==> config.mk <==
export PLATFORM = sky130hd
export DESIGN_NAME = current_limit_registers
export DESIGN_NICKNAME = d
export VERILOG_FILES = /design/src/current_limit_pkg.sv /design/src/current_limit_registers.sv
export SDC_FILE = /design/constraint.sdc
export NUM_CORES = 1
export LEC_CHECK = 0
export BUFFER_PORTS_ARGS = -buffer_cell sky130_fd_sc_hd__buf_2
export CAP_MARGIN = 20
export CORE_MARGIN = 1.5
export CORE_UTILIZATION = 51
export DETAILED_ROUTE_END_ITERATION = 16
export MAX_ROUTING_LAYER = met4
export PLACE_DENSITY = 0.8
export SYNTH_ARGS = -nofsm -noshare
export SYNTH_HDL_FRONTEND = slang
export SYNTH_SLANG_ARGS = --single-unit
==> constraint.sdc <==
create_clock -name mclk -period 4.52 [get_ports mclk]
set_input_delay 0.904 -clock mclk [delete_from_list [all_inputs] [get_ports mclk]]
set_output_delay 0.904 -clock mclk [all_outputs]
set_load 0.03 [all_outputs]
==> src/current_limit_pkg.sv <==
// Shared constants and carrier types for the current-limit registers
`default_nettype none
package current_limit_pkg;

    localparam int WORD_W = 16;
    localparam int FIELD_W = 11;
    localparam int MA_W = 16;

    // Bus address: five fixed upper bits, two strap bits below
    localparam logic [4:0] SMB_ADDR_FIXED = 5'h12;

    // Command codes
    localparam logic [7:0] CMD_SYS_SIDE_ILIM = 8'h14;
    localparam logic [7:0] CMD_FWD_INPUT_ILIM = 8'h3f;

    // Field layout
    localparam int FIELD_LSB = 2;
    localparam int FIELD_MSB = 12;
    localparam logic [15:0] FIELD_MASK = 16'h1ffc;
    localparam logic [15:0] LIMIT_MAX = 16'h17c0;

    // Values after reset
    localparam logic [15:0] SYS_SIDE_ILIM_RST = 16'h05dc;
    localparam logic [15:0] FWD_INPUT_ILIM_RST = 16'h05dc;

    // Weight of field bit 0 as a left shift of the field, in mA
    localparam logic [1:0] STEP_SHIFT_NORM = 2'h2;

    // Request from the bus engine
    typedef struct packed {
        logic wrWord;
        logic rdWord;
        logic wrByte;
        logic rdByte;
        logic stop;
        logic [6:0] addr;
        logic [7:0] cmd;
        logic [15:0] data;
    } smb_req_t;

    // Answer to the bus engine
    typedef struct packed {
        logic ack;
        logic rdValid;
        logic [15:0] data;
    } smb_rsp_t;

    typedef enum logic [0:0] {
        BYTE_LOW,
        BYTE_HIGH
    } byte_state_t;

endpackage
`default_nettype wire

==> src/current_limit_registers.sv <==
// Current-limit register pair behind a word-level bus engine
// Notes on behaviour
// - Write-word to command 0x14 stores the system-side limit.
// - System-side limit covers forward output and reverse input current.
// - System-side write keeps bits 12..2 only; other bits dropped.
// - Recommended resistor: one field step is 4 mA, bit 2 lowest.
// - System-side field binary weighted, each bit doubles up to bit 12.
// - System-side write above maximum stores the maximum instead.
// - Reset loads system-side limit with 0x05dc, 1.5 A.
// - Word read of 0x14 returns stored system-side content.
// - Half-value resistor doubles every system-side bit weight.
// - Reverse direction compares sensed current at double the code.
// - Write-word to command 0x3f stores the forward input limit.
// - Forward input write keeps bits 12..2 only.
// - Forward input field binary weighted, 4 mA step normally.
// - Forward input write above maximum stores the maximum.
// - Alternative input resistor doubles every forward input weight.
// - Words are 16 bits; byte transfers pair low then high.
// - Answers only 1001_0 plus strap pins caught after reset.
`timescale 1ns/1ps
`default_nettype none
module current_limit_registers
    import current_limit_pkg::*;
(
    input wire logic mclk,
    input wire logic sys_rst,
    input wire logic addr_select_pin_low,
    input wire logic addr_select_pin_high,
    input wire logic sysHalfSense,
    input wire logic inHalfSense,
    input wire logic reverseDir,
    input wire smb_req_t req,
    output smb_rsp_t rsp_ff,
    output logic [WORD_W-1:0] sys_side_ilim_ff,
    output logic [WORD_W-1:0] fwd_input_ilim_ff,
    output logic [MA_W-1:0] sysLimitMa_ff,
    output logic [MA_W-1:0] fwdInLimitMa_ff
);

    logic [1:0] addrStrap_ff;
    logic strapDone_ff;
    logic addrHit;
    logic hitSys;
    logic hitFwd;
    logic [WORD_W-1:0] regRead;
    byte_state_t byteState_ff;
    byte_state_t nxt_byteState;
    logic [7:0] lowByte_ff;
    logic [7:0] lowCmd_ff;
    logic wordWrite;
    logic [7:0] wordCmd;
    logic [WORD_W-1:0] wordData;
    logic [WORD_W-1:0] nxt_sysLimit;
    logic [WORD_W-1:0] nxt_fwdLimit;
    logic [FIELD_W-1:0] sysField;
    logic [FIELD_W-1:0] fwdField;
    logic [2:0] sysShift;
    logic [2:0] fwdShift;

    // Mask to the field, then clamp to the top setting
    function automatic logic [WORD_W-1:0] clampLimit(
        input logic [WORD_W-1:0] raw
    );
        logic [WORD_W-1:0] masked;
        masked = raw & FIELD_MASK;
        if (masked > LIMIT_MAX) begin
            clampLimit = LIMIT_MAX;
        end else begin
            clampLimit = masked;
        end
    endfunction

    // Strap pins caught on the first edge after reset release
    always_ff @(posedge mclk) begin
        if (sys_rst) begin
            strapDone_ff <= 1'b0;
            addrStrap_ff <= 2'h0;
        end else if (!strapDone_ff) begin
            strapDone_ff <= 1'b1;
            addrStrap_ff <= {addr_select_pin_high, addr_select_pin_low};
        end
    end

    assign addrHit = strapDone_ff &&
        (req.addr == {SMB_ADDR_FIXED, addrStrap_ff});
    assign hitSys = addrHit && (wordCmd == CMD_SYS_SIDE_ILIM);
    assign hitFwd = addrHit && (wordCmd == CMD_FWD_INPUT_ILIM);

    // Byte pairing: low byte held, high byte completes the word
    always_comb begin
        nxt_byteState = byteState_ff;
        if (req.stop) begin
            nxt_byteState = BYTE_LOW;
        end else if (addrHit && (req.wrByte || req.rdByte)) begin
            unique case (byteState_ff)
                BYTE_LOW: begin
                    nxt_byteState = BYTE_HIGH;
                end
                BYTE_HIGH: begin
                    nxt_byteState = BYTE_LOW;
                end
            endcase
        end
    end

    always_ff @(posedge mclk) begin
        if (sys_rst) begin
            byteState_ff <= BYTE_LOW;
        end else begin
            byteState_ff <= nxt_byteState;
        end
    end

    always_ff @(posedge mclk) begin
        if (sys_rst) begin
            lowByte_ff <= 8'h00;
            lowCmd_ff <= 8'h00;
        end else if (addrHit && (req.wrByte || req.rdByte) &&
                     byteState_ff == BYTE_LOW) begin
            lowByte_ff <= req.data[7:0];
            lowCmd_ff <= req.cmd;
        end
    end

    // Word view of the current request
    always_comb begin
        wordWrite = req.wrWord;
        wordCmd = req.cmd;
        wordData = req.data;
        if (req.wrByte && byteState_ff == BYTE_HIGH) begin
            wordWrite = 1'b1;
            wordCmd = lowCmd_ff;
            wordData = {req.data[7:0], lowByte_ff};
        end else if (req.rdByte && byteState_ff == BYTE_HIGH) begin
            wordCmd = lowCmd_ff;
        end
    end

    assign nxt_sysLimit = clampLimit(wordData);
    assign nxt_fwdLimit = clampLimit(wordData);

    // System-side limit register
    always_ff @(posedge mclk) begin
        if (sys_rst) begin
            sys_side_ilim_ff <= SYS_SIDE_ILIM_RST;
        end else if (wordWrite && hitSys) begin
            sys_side_ilim_ff <= nxt_sysLimit;
        end
    end

    // Forward input limit register
    always_ff @(posedge mclk) begin
        if (sys_rst) begin
            fwd_input_ilim_ff <= FWD_INPUT_ILIM_RST;
        end else if (wordWrite && hitFwd) begin
            fwd_input_ilim_ff <= nxt_fwdLimit;
        end
    end

    // Read mux, unmapped commands read zero
    always_comb begin
        regRead = 16'h0000;
        if (wordCmd == CMD_SYS_SIDE_ILIM) begin
            regRead = sys_side_ilim_ff & FIELD_MASK;
        end else if (wordCmd == CMD_FWD_INPUT_ILIM) begin
            regRead = fwd_input_ilim_ff & FIELD_MASK;
        end
    end

    // Answer to the bus engine
    always_ff @(posedge mclk) begin
        if (sys_rst) begin
            rsp_ff <= '0;
        end else begin
            rsp_ff.ack <= addrHit && (req.wrWord || req.rdWord ||
                req.wrByte || req.rdByte);
            rsp_ff.rdValid <= addrHit && (req.rdWord || req.rdByte);
            if (addrHit && req.rdWord) begin
                rsp_ff.data <= regRead;
            end else if (addrHit && req.rdByte) begin
                if (byteState_ff == BYTE_LOW) begin
                    rsp_ff.data <= {8'h00, regRead[7:0]};
                end else begin
                    rsp_ff.data <= {8'h00, regRead[15:8]};
                end
            end
        end
    end

    // Effective limits in mA for the sense loops
    assign sysField = sys_side_ilim_ff[FIELD_MSB:FIELD_LSB];
    assign fwdField = fwd_input_ilim_ff[FIELD_MSB:FIELD_LSB];
    assign sysShift = {1'b0, STEP_SHIFT_NORM} + {2'h0, sysHalfSense} +
        {2'h0, reverseDir};
    assign fwdShift = {1'b0, STEP_SHIFT_NORM} + {2'h0, inHalfSense};

    always_ff @(posedge mclk) begin
        if (sys_rst) begin
            sysLimitMa_ff <= 16'h0000;
            fwdInLimitMa_ff <= 16'h0000;
        end else begin
            sysLimitMa_ff <= MA_W'({5'h00, sysField} << sysShift);
            fwdInLimitMa_ff <= MA_W'({5'h00, fwdField} << fwdShift);
        end
    end

    // Checks
    AST_SYS_WRITE_STORED: assert property (@(posedge mclk)
        disable iff (sys_rst)
        (wordWrite && hitSys) |=> (sys_side_ilim_ff == $past(nxt_sysLimit)))
        else $error("system-side limit not stored");

    AST_FWD_WRITE_STORED: assert property (@(posedge mclk)
        disable iff (sys_rst)
        (wordWrite && hitFwd) |=> (fwd_input_ilim_ff == $past(nxt_fwdLimit)))
        else $error("forward input limit not stored");

    AST_UNUSED_ZERO: assert property (@(posedge mclk)
        disable iff (sys_rst)
        ((sys_side_ilim_ff & ~FIELD_MASK) == 16'h0000) &&
        ((fwd_input_ilim_ff & ~FIELD_MASK) == 16'h0000))
        else $error("unused limit bits set");

    AST_CLAMPED: assert property (@(posedge mclk)
        disable iff (sys_rst)
        (sys_side_ilim_ff <= LIMIT_MAX) && (fwd_input_ilim_ff <= LIMIT_MAX))
        else $error("limit above maximum");

    AST_OVER_MAX_WRITE: assert property (@(posedge mclk)
        disable iff (sys_rst)
        (wordWrite && hitFwd && ((wordData & FIELD_MASK) > LIMIT_MAX))
        |=> (fwd_input_ilim_ff == LIMIT_MAX))
        else $error("over-maximum write not clamped");

    AST_RESET_VALUE: assert property (@(posedge mclk)
        $fell(sys_rst) |-> (sys_side_ilim_ff == SYS_SIDE_ILIM_RST))
        else $error("reset value wrong");

    AST_READBACK: assert property (@(posedge mclk)
        disable iff (sys_rst)
        (addrHit && req.rdWord && req.cmd == CMD_SYS_SIDE_ILIM &&
         !(req.wrByte && byteState_ff == BYTE_HIGH))
        |=> (rsp_ff.rdValid && rsp_ff.data == $past(sys_side_ilim_ff)))
        else $error("readback mismatch");

    AST_ACK_ADDR: assert property (@(posedge mclk)
        disable iff (sys_rst)
        rsp_ff.ack |-> $past(req.addr[6:2] == SMB_ADDR_FIXED &&
            strapDone_ff))
        else $error("ack on foreign address");

    AST_REVERSE_DOUBLE: assert property (@(posedge mclk)
        disable iff (sys_rst)
        (reverseDir && !sysHalfSense && $stable(sys_side_ilim_ff))
        |=> (sysLimitMa_ff == MA_W'({5'h00, $past(sysField)} << 3)))
        else $error("reverse limit not doubled");

    AST_ALT_SENSE: assert property (@(posedge mclk)
        disable iff (sys_rst)
        inHalfSense |=> (fwdInLimitMa_ff == MA_W'({5'h00,
            $past(fwdField)} << 3)))
        else $error("alternative weight wrong");

    AST_BYTE_PAIR: assert property (@(posedge mclk)
        disable iff (sys_rst)
        (addrHit && req.wrByte && !req.stop && byteState_ff == BYTE_LOW)
        |=> (byteState_ff == BYTE_HIGH))
        else $error("byte pairing lost");

    AST_SYS_MASKED: assert property (@(posedge mclk)
        disable iff (sys_rst)
        (wordWrite && hitSys && ((wordData & FIELD_MASK) <= LIMIT_MAX))
        |=> (sys_side_ilim_ff == $past(wordData & FIELD_MASK)))
        else $error("system-side field bits not kept");

    AST_SYS_OVER_MAX: assert property (@(posedge mclk)
        disable iff (sys_rst)
        (wordWrite && hitSys && ((wordData & FIELD_MASK) > LIMIT_MAX))
        |=> (sys_side_ilim_ff == LIMIT_MAX))
        else $error("system-side write not clamped");

    AST_FWD_MASKED: assert property (@(posedge mclk)
        disable iff (sys_rst)
        (wordWrite && hitFwd && ((wordData & FIELD_MASK) <= LIMIT_MAX))
        |=> (fwd_input_ilim_ff == $past(wordData & FIELD_MASK)))
        else $error("forward input field bits not kept");

    AST_FWD_READBACK: assert property (@(posedge mclk)
        disable iff (sys_rst)
        (addrHit && req.rdWord && req.cmd == CMD_FWD_INPUT_ILIM)
        |=> (rsp_ff.rdValid && rsp_ff.data == $past(fwd_input_ilim_ff)))
        else $error("forward input readback mismatch");

    AST_WORD_READ_CLEAN: assert property (@(posedge mclk)
        disable iff (sys_rst)
        (rsp_ff.rdValid && $past(req.rdWord))
        |-> ((rsp_ff.data & ~FIELD_MASK) == 16'h0000))
        else $error("unused bits read back set");

    AST_SYS_BASE_STEP: assert property (@(posedge mclk)
        disable iff (sys_rst)
        (!reverseDir && !sysHalfSense)
        |=> (sysLimitMa_ff == MA_W'({5'h00, $past(sysField)} << 2)))
        else $error("system-side step weight wrong");

    AST_SYS_HALF_STEP: assert property (@(posedge mclk)
        disable iff (sys_rst)
        (sysHalfSense && !reverseDir)
        |=> (sysLimitMa_ff == MA_W'({5'h00, $past(sysField)} << 3)))
        else $error("half-value resistor weight wrong");

    AST_REVERSE_HALF: assert property (@(posedge mclk)
        disable iff (sys_rst)
        (sysHalfSense && reverseDir)
        |=> (sysLimitMa_ff == MA_W'({5'h00, $past(sysField)} << 4)))
        else $error("reverse limit with half resistor wrong");

    AST_FWD_BASE_STEP: assert property (@(posedge mclk)
        disable iff (sys_rst)
        !inHalfSense
        |=> (fwdInLimitMa_ff == MA_W'({5'h00, $past(fwdField)} << 2)))
        else $error("forward input step weight wrong");

    AST_BYTE_WORD_WRITE: assert property (@(posedge mclk)
        disable iff (sys_rst)
        (addrHit && req.wrByte && byteState_ff == BYTE_HIGH &&
         lowCmd_ff == CMD_FWD_INPUT_ILIM &&
         (({req.data[7:0], lowByte_ff} & FIELD_MASK) <= LIMIT_MAX))
        |=> (fwd_input_ilim_ff ==
            $past({req.data[7:0], lowByte_ff} & FIELD_MASK)))
        else $error("byte pair not written as one word");

    AST_BYTE_READ_HIGH: assert property (@(posedge mclk)
        disable iff (sys_rst)
        (addrHit && req.rdByte && byteState_ff == BYTE_HIGH &&
         lowCmd_ff == CMD_FWD_INPUT_ILIM)
        |=> (rsp_ff.data == {8'h00, $past(fwd_input_ilim_ff[15:8])}))
        else $error("high byte read wrong");

    AST_ACK_STRAP: assert property (@(posedge mclk)
        disable iff (sys_rst)
        rsp_ff.ack |-> ($past(req.addr[1:0]) == addrStrap_ff))
        else $error("ack on wrong strap address");

    COV_SYS_WRITE: cover property (@(posedge mclk) disable iff (sys_rst)
        wordWrite && hitSys);
    COV_CLAMP: cover property (@(posedge mclk) disable iff (sys_rst)
        wordWrite && hitFwd && ((wordData & FIELD_MASK) > LIMIT_MAX));
    COV_BYTE_WORD: cover property (@(posedge mclk) disable iff (sys_rst)
        req.wrByte && addrHit && byteState_ff == BYTE_HIGH);
    COV_REVERSE: cover property (@(posedge mclk) disable iff (sys_rst)
        reverseDir && sysHalfSense);
    COV_BYTE_READ: cover property (@(posedge mclk) disable iff (sys_rst)
        req.rdByte && addrHit && byteState_ff == BYTE_HIGH);

endmodule
`default_nettype wire

==> key figures, run 1 <==
Timing
  – Hold Violations, Final: 0
  – Setup TNS: 0 ns
  – Worst Tran Pin Value: 0.9533 ns
  – Worst Slack Setup Final: 1.976 ns
  – Highest clock rate: 393.1 MHz
  – RSZ-0062 raised after global routing: false
  – Slew margin rel.: 0.3602
  – Worst hold slack: 0.4906 ns
  – Clock skew: between 0.007 and 0.008 ns
  – Tcrit/Tclk final: 0.5629
  – Slew Viols, Final: 0
  – # setup viols final: 0
  – Period minus WS final: 2.544 ns

Layout
  – Most frequent cells in the layout: buf_2, dfxtp_1, nor2_1
  – Area of the multi-input gates: 0.001848 mm²
  – Nets: 521
  – Diodes inserted: 0
  – Register area: 0.001662 mm²
  – Share of cells above drive strength 1: 0.2925
  – Commonest non-fill, non-tap cell in the layout: buf_2
  – # fillers: approximately 640
  – Synth-to-layout area growth: 18.56%
  – Final Util: 0.6342

Routing
  – DRC viols: 0
  – DRT antenna net count: 0
  – Initial drt markers: 263
  – DR pass1 iterations: 4
  – Vias: 3,164
  – WL/cell: 15.05 µm
  – Average via count per standard cell: 5.474
  – Drt total wl: between 8000 and 9000 µm

Setup path
  – Crit path capture type: flop
  – Reg2Reg Depth: 5
  – Critical path class: input port to flop
  – Reg-to-reg endpoint: fwd_input_ilim_ff[5]
  – Required time of the critical path: 4.76 ns
  – CP Max Fanout: 15
  – Reg2reg setup slack: 2.29 ns
  – Critical path data arrival time: 2.78 ns
  – Reg-to-Reg Start: byteState_ff
  – Crit path launch type: input port

Synth
  – Sequential area share after synthesis: 0.4497
  – Post-Syn Instances: 385
  – Post-Syn Area per Cell: 9.597 µm²
  – Post-synth top area share: 0.4497
  – Most used DFF post-synth: dfxtp_1
  – Number of synthesized flops with an enable pin: 0
  – Yosys top cell by area: dfxtp_1
  – Async SR Flop Fraction: 0
  – Synth Register Bits: 83
  – Yosys warns: 0
  – Count of cell types in the netlist: 48
  – Synth top area cells: dfxtp_1, mux2i_1, nor2_1
  – Mapped Area: 0.003695 mm²

Clock network
  – Clock slew at reported path FFs: 0.08 ns
  – # hold bufs at CTS: 0
  – Skew-Pair Late Insertion Delay: 0.34 ns
  – TritonCTS Sinks: 83
  – Max Root-Sink Buffers: 2
  – Post-CTS Setup Repair Bufs: 0
  – TritonCTS clock tree: done
  – H-tree depth: 3
  – CTS resizes: 0
  – Clk root buf: clkbuf_8
  – CTS buffer count: 9

Floorplan
  – Initial core utilization: 0.5350
  – Die area: 0.007764 mm²
  – Total core area: 0.006907 mm²
  – Die Y: 88.12 µm
  – Die width: 88.12 µm
  – I/O pin count: 125
  – Row cnt: 30

Placed design
  – Post-DP HPWL: approximately 6500 µm
  – Pre-CTS worst setup slack: 1.647 ns
  – IO buf count: 104
  – Gpl congestion: ~0.86

Global route
  – Grt ovf: 0
  – Vias in the first global route: 2,806
  – Largest net degree at the start of global routing: 36
  – Initial antenna violation count: 0
  – Total track usage: 0.2342
  – First-pass GRT wire length: 13,620 µm

Hold path
  – Hold path startpoint: lowCmd_ff[2]
  – Worst hold path endpoint: lowCmd_ff[2]
  – Hold Path Class: flop to flop
  – Hold Path Stages: 2

Run status
  – Outcome: finished clean

Power
  – Worst vdd ir: 0.2075 mV
  – Overall Power: ~0.0015 W
  – Power Density: roughly 330 mW/mm²
  – P_leak: 1.911 nW

Job
  – Max-Cap Viols: 0
-- Yosys cell counts, types with 3 or more instances --
cell,n
nor4_1,3
a211oi_1,4
dfxtp_1,83
nor3b_1,3
o21ai_0,4
mux2i_1,33
clkbuf_1,11
a32oi_1,7
mux2_2,4
a21oi_1,22
nand3_1,5
buf_4,18
a2bb2oi_1,3
mux4_2,6
nand2b_1,3
nand4_2,3
nor2_1,47
a22o_1,7
a22oi_1,8
and3_1,8
and4_1,7
nor3_1,12
o21ai_1,11
and2_1,8
buf_1,5
nand2_1,21
nand4_1,5
inv_1,3
buf_2,7
-- where the power goes --
part           internal (W)  switching (W)
clock              0.000288       0.000266
combinational     0.0000536       0.000108
sequential         0.000746     0.00000421
-- stage by stage --
step,std cells,area [µm²]
5_1_grt,578,4380
4_1_cts,578,4380
2_1_floorplan,403,3762
3_5_place_dp,562,4169
6_report,578,4380
3_3_place_gp,562,4169
-- layout make-up --
type / instances / area share
Inverter: 3 / 0.002571
Sequential cell: 83 / 0.3793
Tap cell: 96 / 0.02742
Clock buffer: 11 / 0.03456
Timing Repair Buffer: 105 / 0.1205
Multi-Input combinational cell: 275 / 0.4219
Clock inverter: 5 / 0.01371
-- critical path, cell delays in order --
cell and delay, ns:
buf_2 0.14, o21ai_2 0.26, mux2i_2 0.74, and4_1 0.45, nor2_1 0.07, a22o_1 0.23
-- flip-flops by register name, indices dropped and copies added, names as in the netlist --
register	cells
byteState_ff	1
rsp_ff	15
fwdInLimitMa_ff	12
sysLimitMa_ff	16
fwd_input_ilim_ff	11
lowCmd_ff	8
sys_side_ilim_ff	11
strapDone_ff	1
addrStrap_ff	2
lowByte_ff	6
-- logic make-up after synthesis --
| logic type | synth area share |
|---|---|
| multiplexers | 0.1419 |
| AND/OR/NAND/NOR | 0.2025 |
| other | 0.001015 |
| AO/OA/AOI/OAI | 0.1284 |
| adder cells (fa/ha/maj) | 0.003386 |
| XOR/XNOR | 0.004742 |
| buffers and inverters | 0.06840 |
| flip-flops | 0.4497 |
-- per-layer routing --
layer  part of all wire  global-route usage
met1               0.45              0.3082
met2               0.47              0.3602
met3              0.063             0.04524
met4              0.017             0.08381
met5                  0                   -
-- worst max-delay path by stage --
stage                                       to  depth (start not counted)  slack, ns    start
after global routing      fwd_input_ilim_ff[5]                          6       1.78  req[33]
after floorplan                      rsp_ff[4]                          6       2.27  req[33]
after detailed placement  fwd_input_ilim_ff[5]                          6       1.65  req[33]
final                     fwd_input_ilim_ff[5]                          6       1.98  req[33]
after CTS                 fwd_input_ilim_ff[5]                          6       2.01  req[33]
after global placement    fwd_input_ilim_ff[5]                          6       1.67  req[33]
Note: power is estimated with default switching activity, not from simulation.
==> run 2: changes to the inputs <==
--- a/config.mk
+++ b/config.mk
@@ -8,10 +8,10 @@
 export BUFFER_PORTS_ARGS = -buffer_cell sky130_fd_sc_hd__buf_2
 export CAP_MARGIN = 20
 export CORE_MARGIN = 1.5
-export CORE_UTILIZATION = 51
+export CORE_UTILIZATION = 45
 export DETAILED_ROUTE_END_ITERATION = 16
 export MAX_ROUTING_LAYER = met4
-export PLACE_DENSITY = 0.8
+export PLACE_DENSITY = 0.75
 export SYNTH_ARGS = -nofsm -noshare
 export SYNTH_HDL_FRONTEND = slang
 export SYNTH_SLANG_ARGS = --single-unit
==> constraint.sdc (replaced) <==
create_clock -name mclk -period 2.25 [get_ports mclk]
set_input_delay 0.45 -clock mclk [delete_from_list [all_inputs] [get_ports mclk]]
set_output_delay 0.45 -clock mclk [all_outputs]
set_load 0.03 [all_outputs]
==> key figures, run 2 (synthesis gave the netlist of run 1 again) <==
Placed design
  – Gpl congestion: between 0.8 and 0.9
  – Placed cells: 577
  – IO buf count: 104
  – Post-DP HPWL: 6630 µm
  – Pre-CTS worst setup slack: approximately 0.19 ns

Layout
  – Diodes inserted: 0
  – Layout Cells excl Fill: 593
  – Most frequent cells in the layout: buf_2, dfxtp_1, nor2_1
  – Register bank with the most flops: sysLimitMa_ff
  – Nets: 530
  – Top flop regs: sysLimitMa_ff (16), rsp_ff (15), fwdInLimitMa_ff (12)
  – Number of flip-flops in the largest register: 16
  – Commonest non-fill, non-tap cell in the layout: buf_2
  – Synth-to-layout area growth: 20.79%
  – Share of cells above drive strength 1: 0.3014

Job
  – Max-Cap Viols: 0

Timing
  – Slew margin rel.: 0.5402
  – # setup viols final: 0
  – Worst Slack Setup Final: 0.3445 ns
  – RSZ-0062 raised after global routing: false
  – Clock skew: 0.009808 ns
  – Setup TNS: 0 ns
  – Worst Tran Pin Value: 0.6897 ns
  – Tcrit/Tclk final: 0.8469
  – Hold Violations, Final: 0
  – Slew Viols, Final: 0
  – Period minus WS final: 1.905 ns
  – Highest clock rate: about 520 MHz

Clock network
  – # hold bufs at CTS: 0
  – TritonCTS clock tree: done
  – TritonCTS Sinks: 83
  – H-tree depth: 3
  – Skew-Pair Late Insertion Delay: about 0.36 ns
  – CTS buffer count: 9
  – Clock slew at reported path FFs: 0.09 ns
  – Clk root buf: clkbuf_8
  – Post-CTS Setup Repair Bufs: 0
  – Max Root-Sink Buffers: 2
  – CTS resizes: 0

Floorplan
  – Total core area: 0.007848 mm²
  – Die area: ~0.0088 mm²
  – Initial core utilization: 0.4708
  – Die width: 93.61 µm
  – I/O pin count: 125
  – Row cnt: 32
  – Die Y: 93.61 µm

Global route
  – Initial antenna violation count: 0
  – Grt ovf: 0
  – First-pass GRT wire length: about 14,000 µm
  – Total track usage: 0.2117
  – Vias in the first global route: 2,912
  – Largest net degree at the start of global routing: 67

Routing
  – Initial drt markers: approximately 120
  – Vias: between 3,000 and 4,000
  – Drt total wl: around 9000 µm
  – WL/cell: 15.21 µm
  – DR pass1 iterations: 4
  – Average via count per standard cell: between 5 and 6
  – DRT antenna net count: 0
  – DRC viols: 0

Power
  – Clock power share: 0.367
  – P_leak: between 1.5 and 2 nW
  – Comb pwr share: 0.115
  – Psw: about 0.00078 W
  – Power Density: between 600 and 700 mW/mm²
  – Reg power frac: 0.518
  – Int Power: 0.002134 W
  – Sw frac: 0.2666
  – Worst vdd ir: approximately 0.27 mV

Setup path
  – Critical-path cell list: o21ai_2 -> mux2_2 -> and4_1 -> nor2_1 -> a22o_1
  – Reg2Reg Depth: 5
  – Critical path class: flop to flop
  – Crit path capture type: flop
  – CP max stage delay: 0.51 ns
  – Critical path data arrival time: roughly 2.2 ns
  – Critical path origin: byteState_ff
  – Slowest CP cell: dfxtp_1
  – Reg-to-Reg Start: byteState_ff
  – Crit path launch type: flop
  – CP Max Fanout: 15
  – Reg2reg setup slack: 0.34 ns
  – Required time of the critical path: 2.51 ns
  – Reg-to-reg endpoint: sys_side_ilim_ff[5]

Hold path
  – Hold path startpoint: req[31]
  – Hold Path Stages: 2
  – Hold Path Class: input port to flop
  – Worst hold path endpoint: byteState_ff

Run status
  – Outcome: finished clean
## run 2: changes by cell type in the layout (fill, tap and decap cells not counted), sizes merged
cell,previous run,this run
buf,105,114
clkinvlp,1,2
clkinv,2,1
## run 2: power groups by stage
stage | logic (W) | registers, W | clock network (W)
finish | 0.000334 | 0.00151 | 0.00107
global route | 0.000360 | 0.00151 | 0.00114
CTS | 0.000333 | 0.00151 | 0.00109
global placement | 0.000327 | 0.00154 | 0
detailed placement | 0.000333 | 0.00154 | 0
floorplan | 0.000190 | 0.00160 | 0
## run 2: worst max path at each step
| stage | slack [ns] | to | depth (start not counted) |
|---|---|---|---|
| 6_report | 0.34 | sys_side_ilim_ff[5] | 5 |
| 4_1_cts | 0.36 | sys_side_ilim_ff[5] | 5 |
| 5_1_grt | 0.24 | sys_side_ilim_ff[5] | 5 |
| 3_3_place_gp | 0.22 | sys_side_ilim_ff[5] | 6 |
| 3_5_place_dp | 0.19 | rsp_ff[2] | 6 |
| 2_1_floorplan | 0.45 | rsp_ff[4] | 6 |
## run 2: final cells by class
| class | instances | area, µm² |
|---|---|---|
| inverter | 3 | 11.26 |
| clock buffer | 11 | 131.4 |
| fill | 739 | 3385 |
| clock inverter | 5 | 62.56 |
| multi-input combinational | 275 | 1848 |
| sequential | 83 | 1662 |
| tap | 102 | 127.6 |
| timing repair buffer | 114 | 620.6 |
## run 2: routing by layer
layer | vias up | global-route usage | share of wire
li1 | 1558 | - | -
met1 | 1499 | 0.2848 | 0.46
met2 | 121 | 0.3194 | 0.46
met3 | 12 | 0.03415 | 0.069
met4 | 0 | 0.08333 | 0.012
met5 | - | - | 0
## run 2: through the flow
step | area, µm² | power (W) | utilization | hold WS [ns]
global placement | 4269 | 0.001869 | 0.5440 | 0.4676
CTS | 4463 | 0.002929 | 0.5687 | 0.2356
detailed placement | 4269 | 0.001877 | 0.5440 | 0.4812
floorplan | 3762 | 0.001793 | - | 0.4510
finish | 4463 | 0.002910 | 0.5687 | 0.2468
global route | 4463 | 0.003010 | 0.5687 | 0.2428
## run 2: worst max-delay path: cells and delay by family (launching register included)
family,cells,cell delay (ns)
AOI/OAI and AO/OA,2,0.39
DFF,1,0.51
muxes,1,0.46
and+or+nand+nor,2,0.44
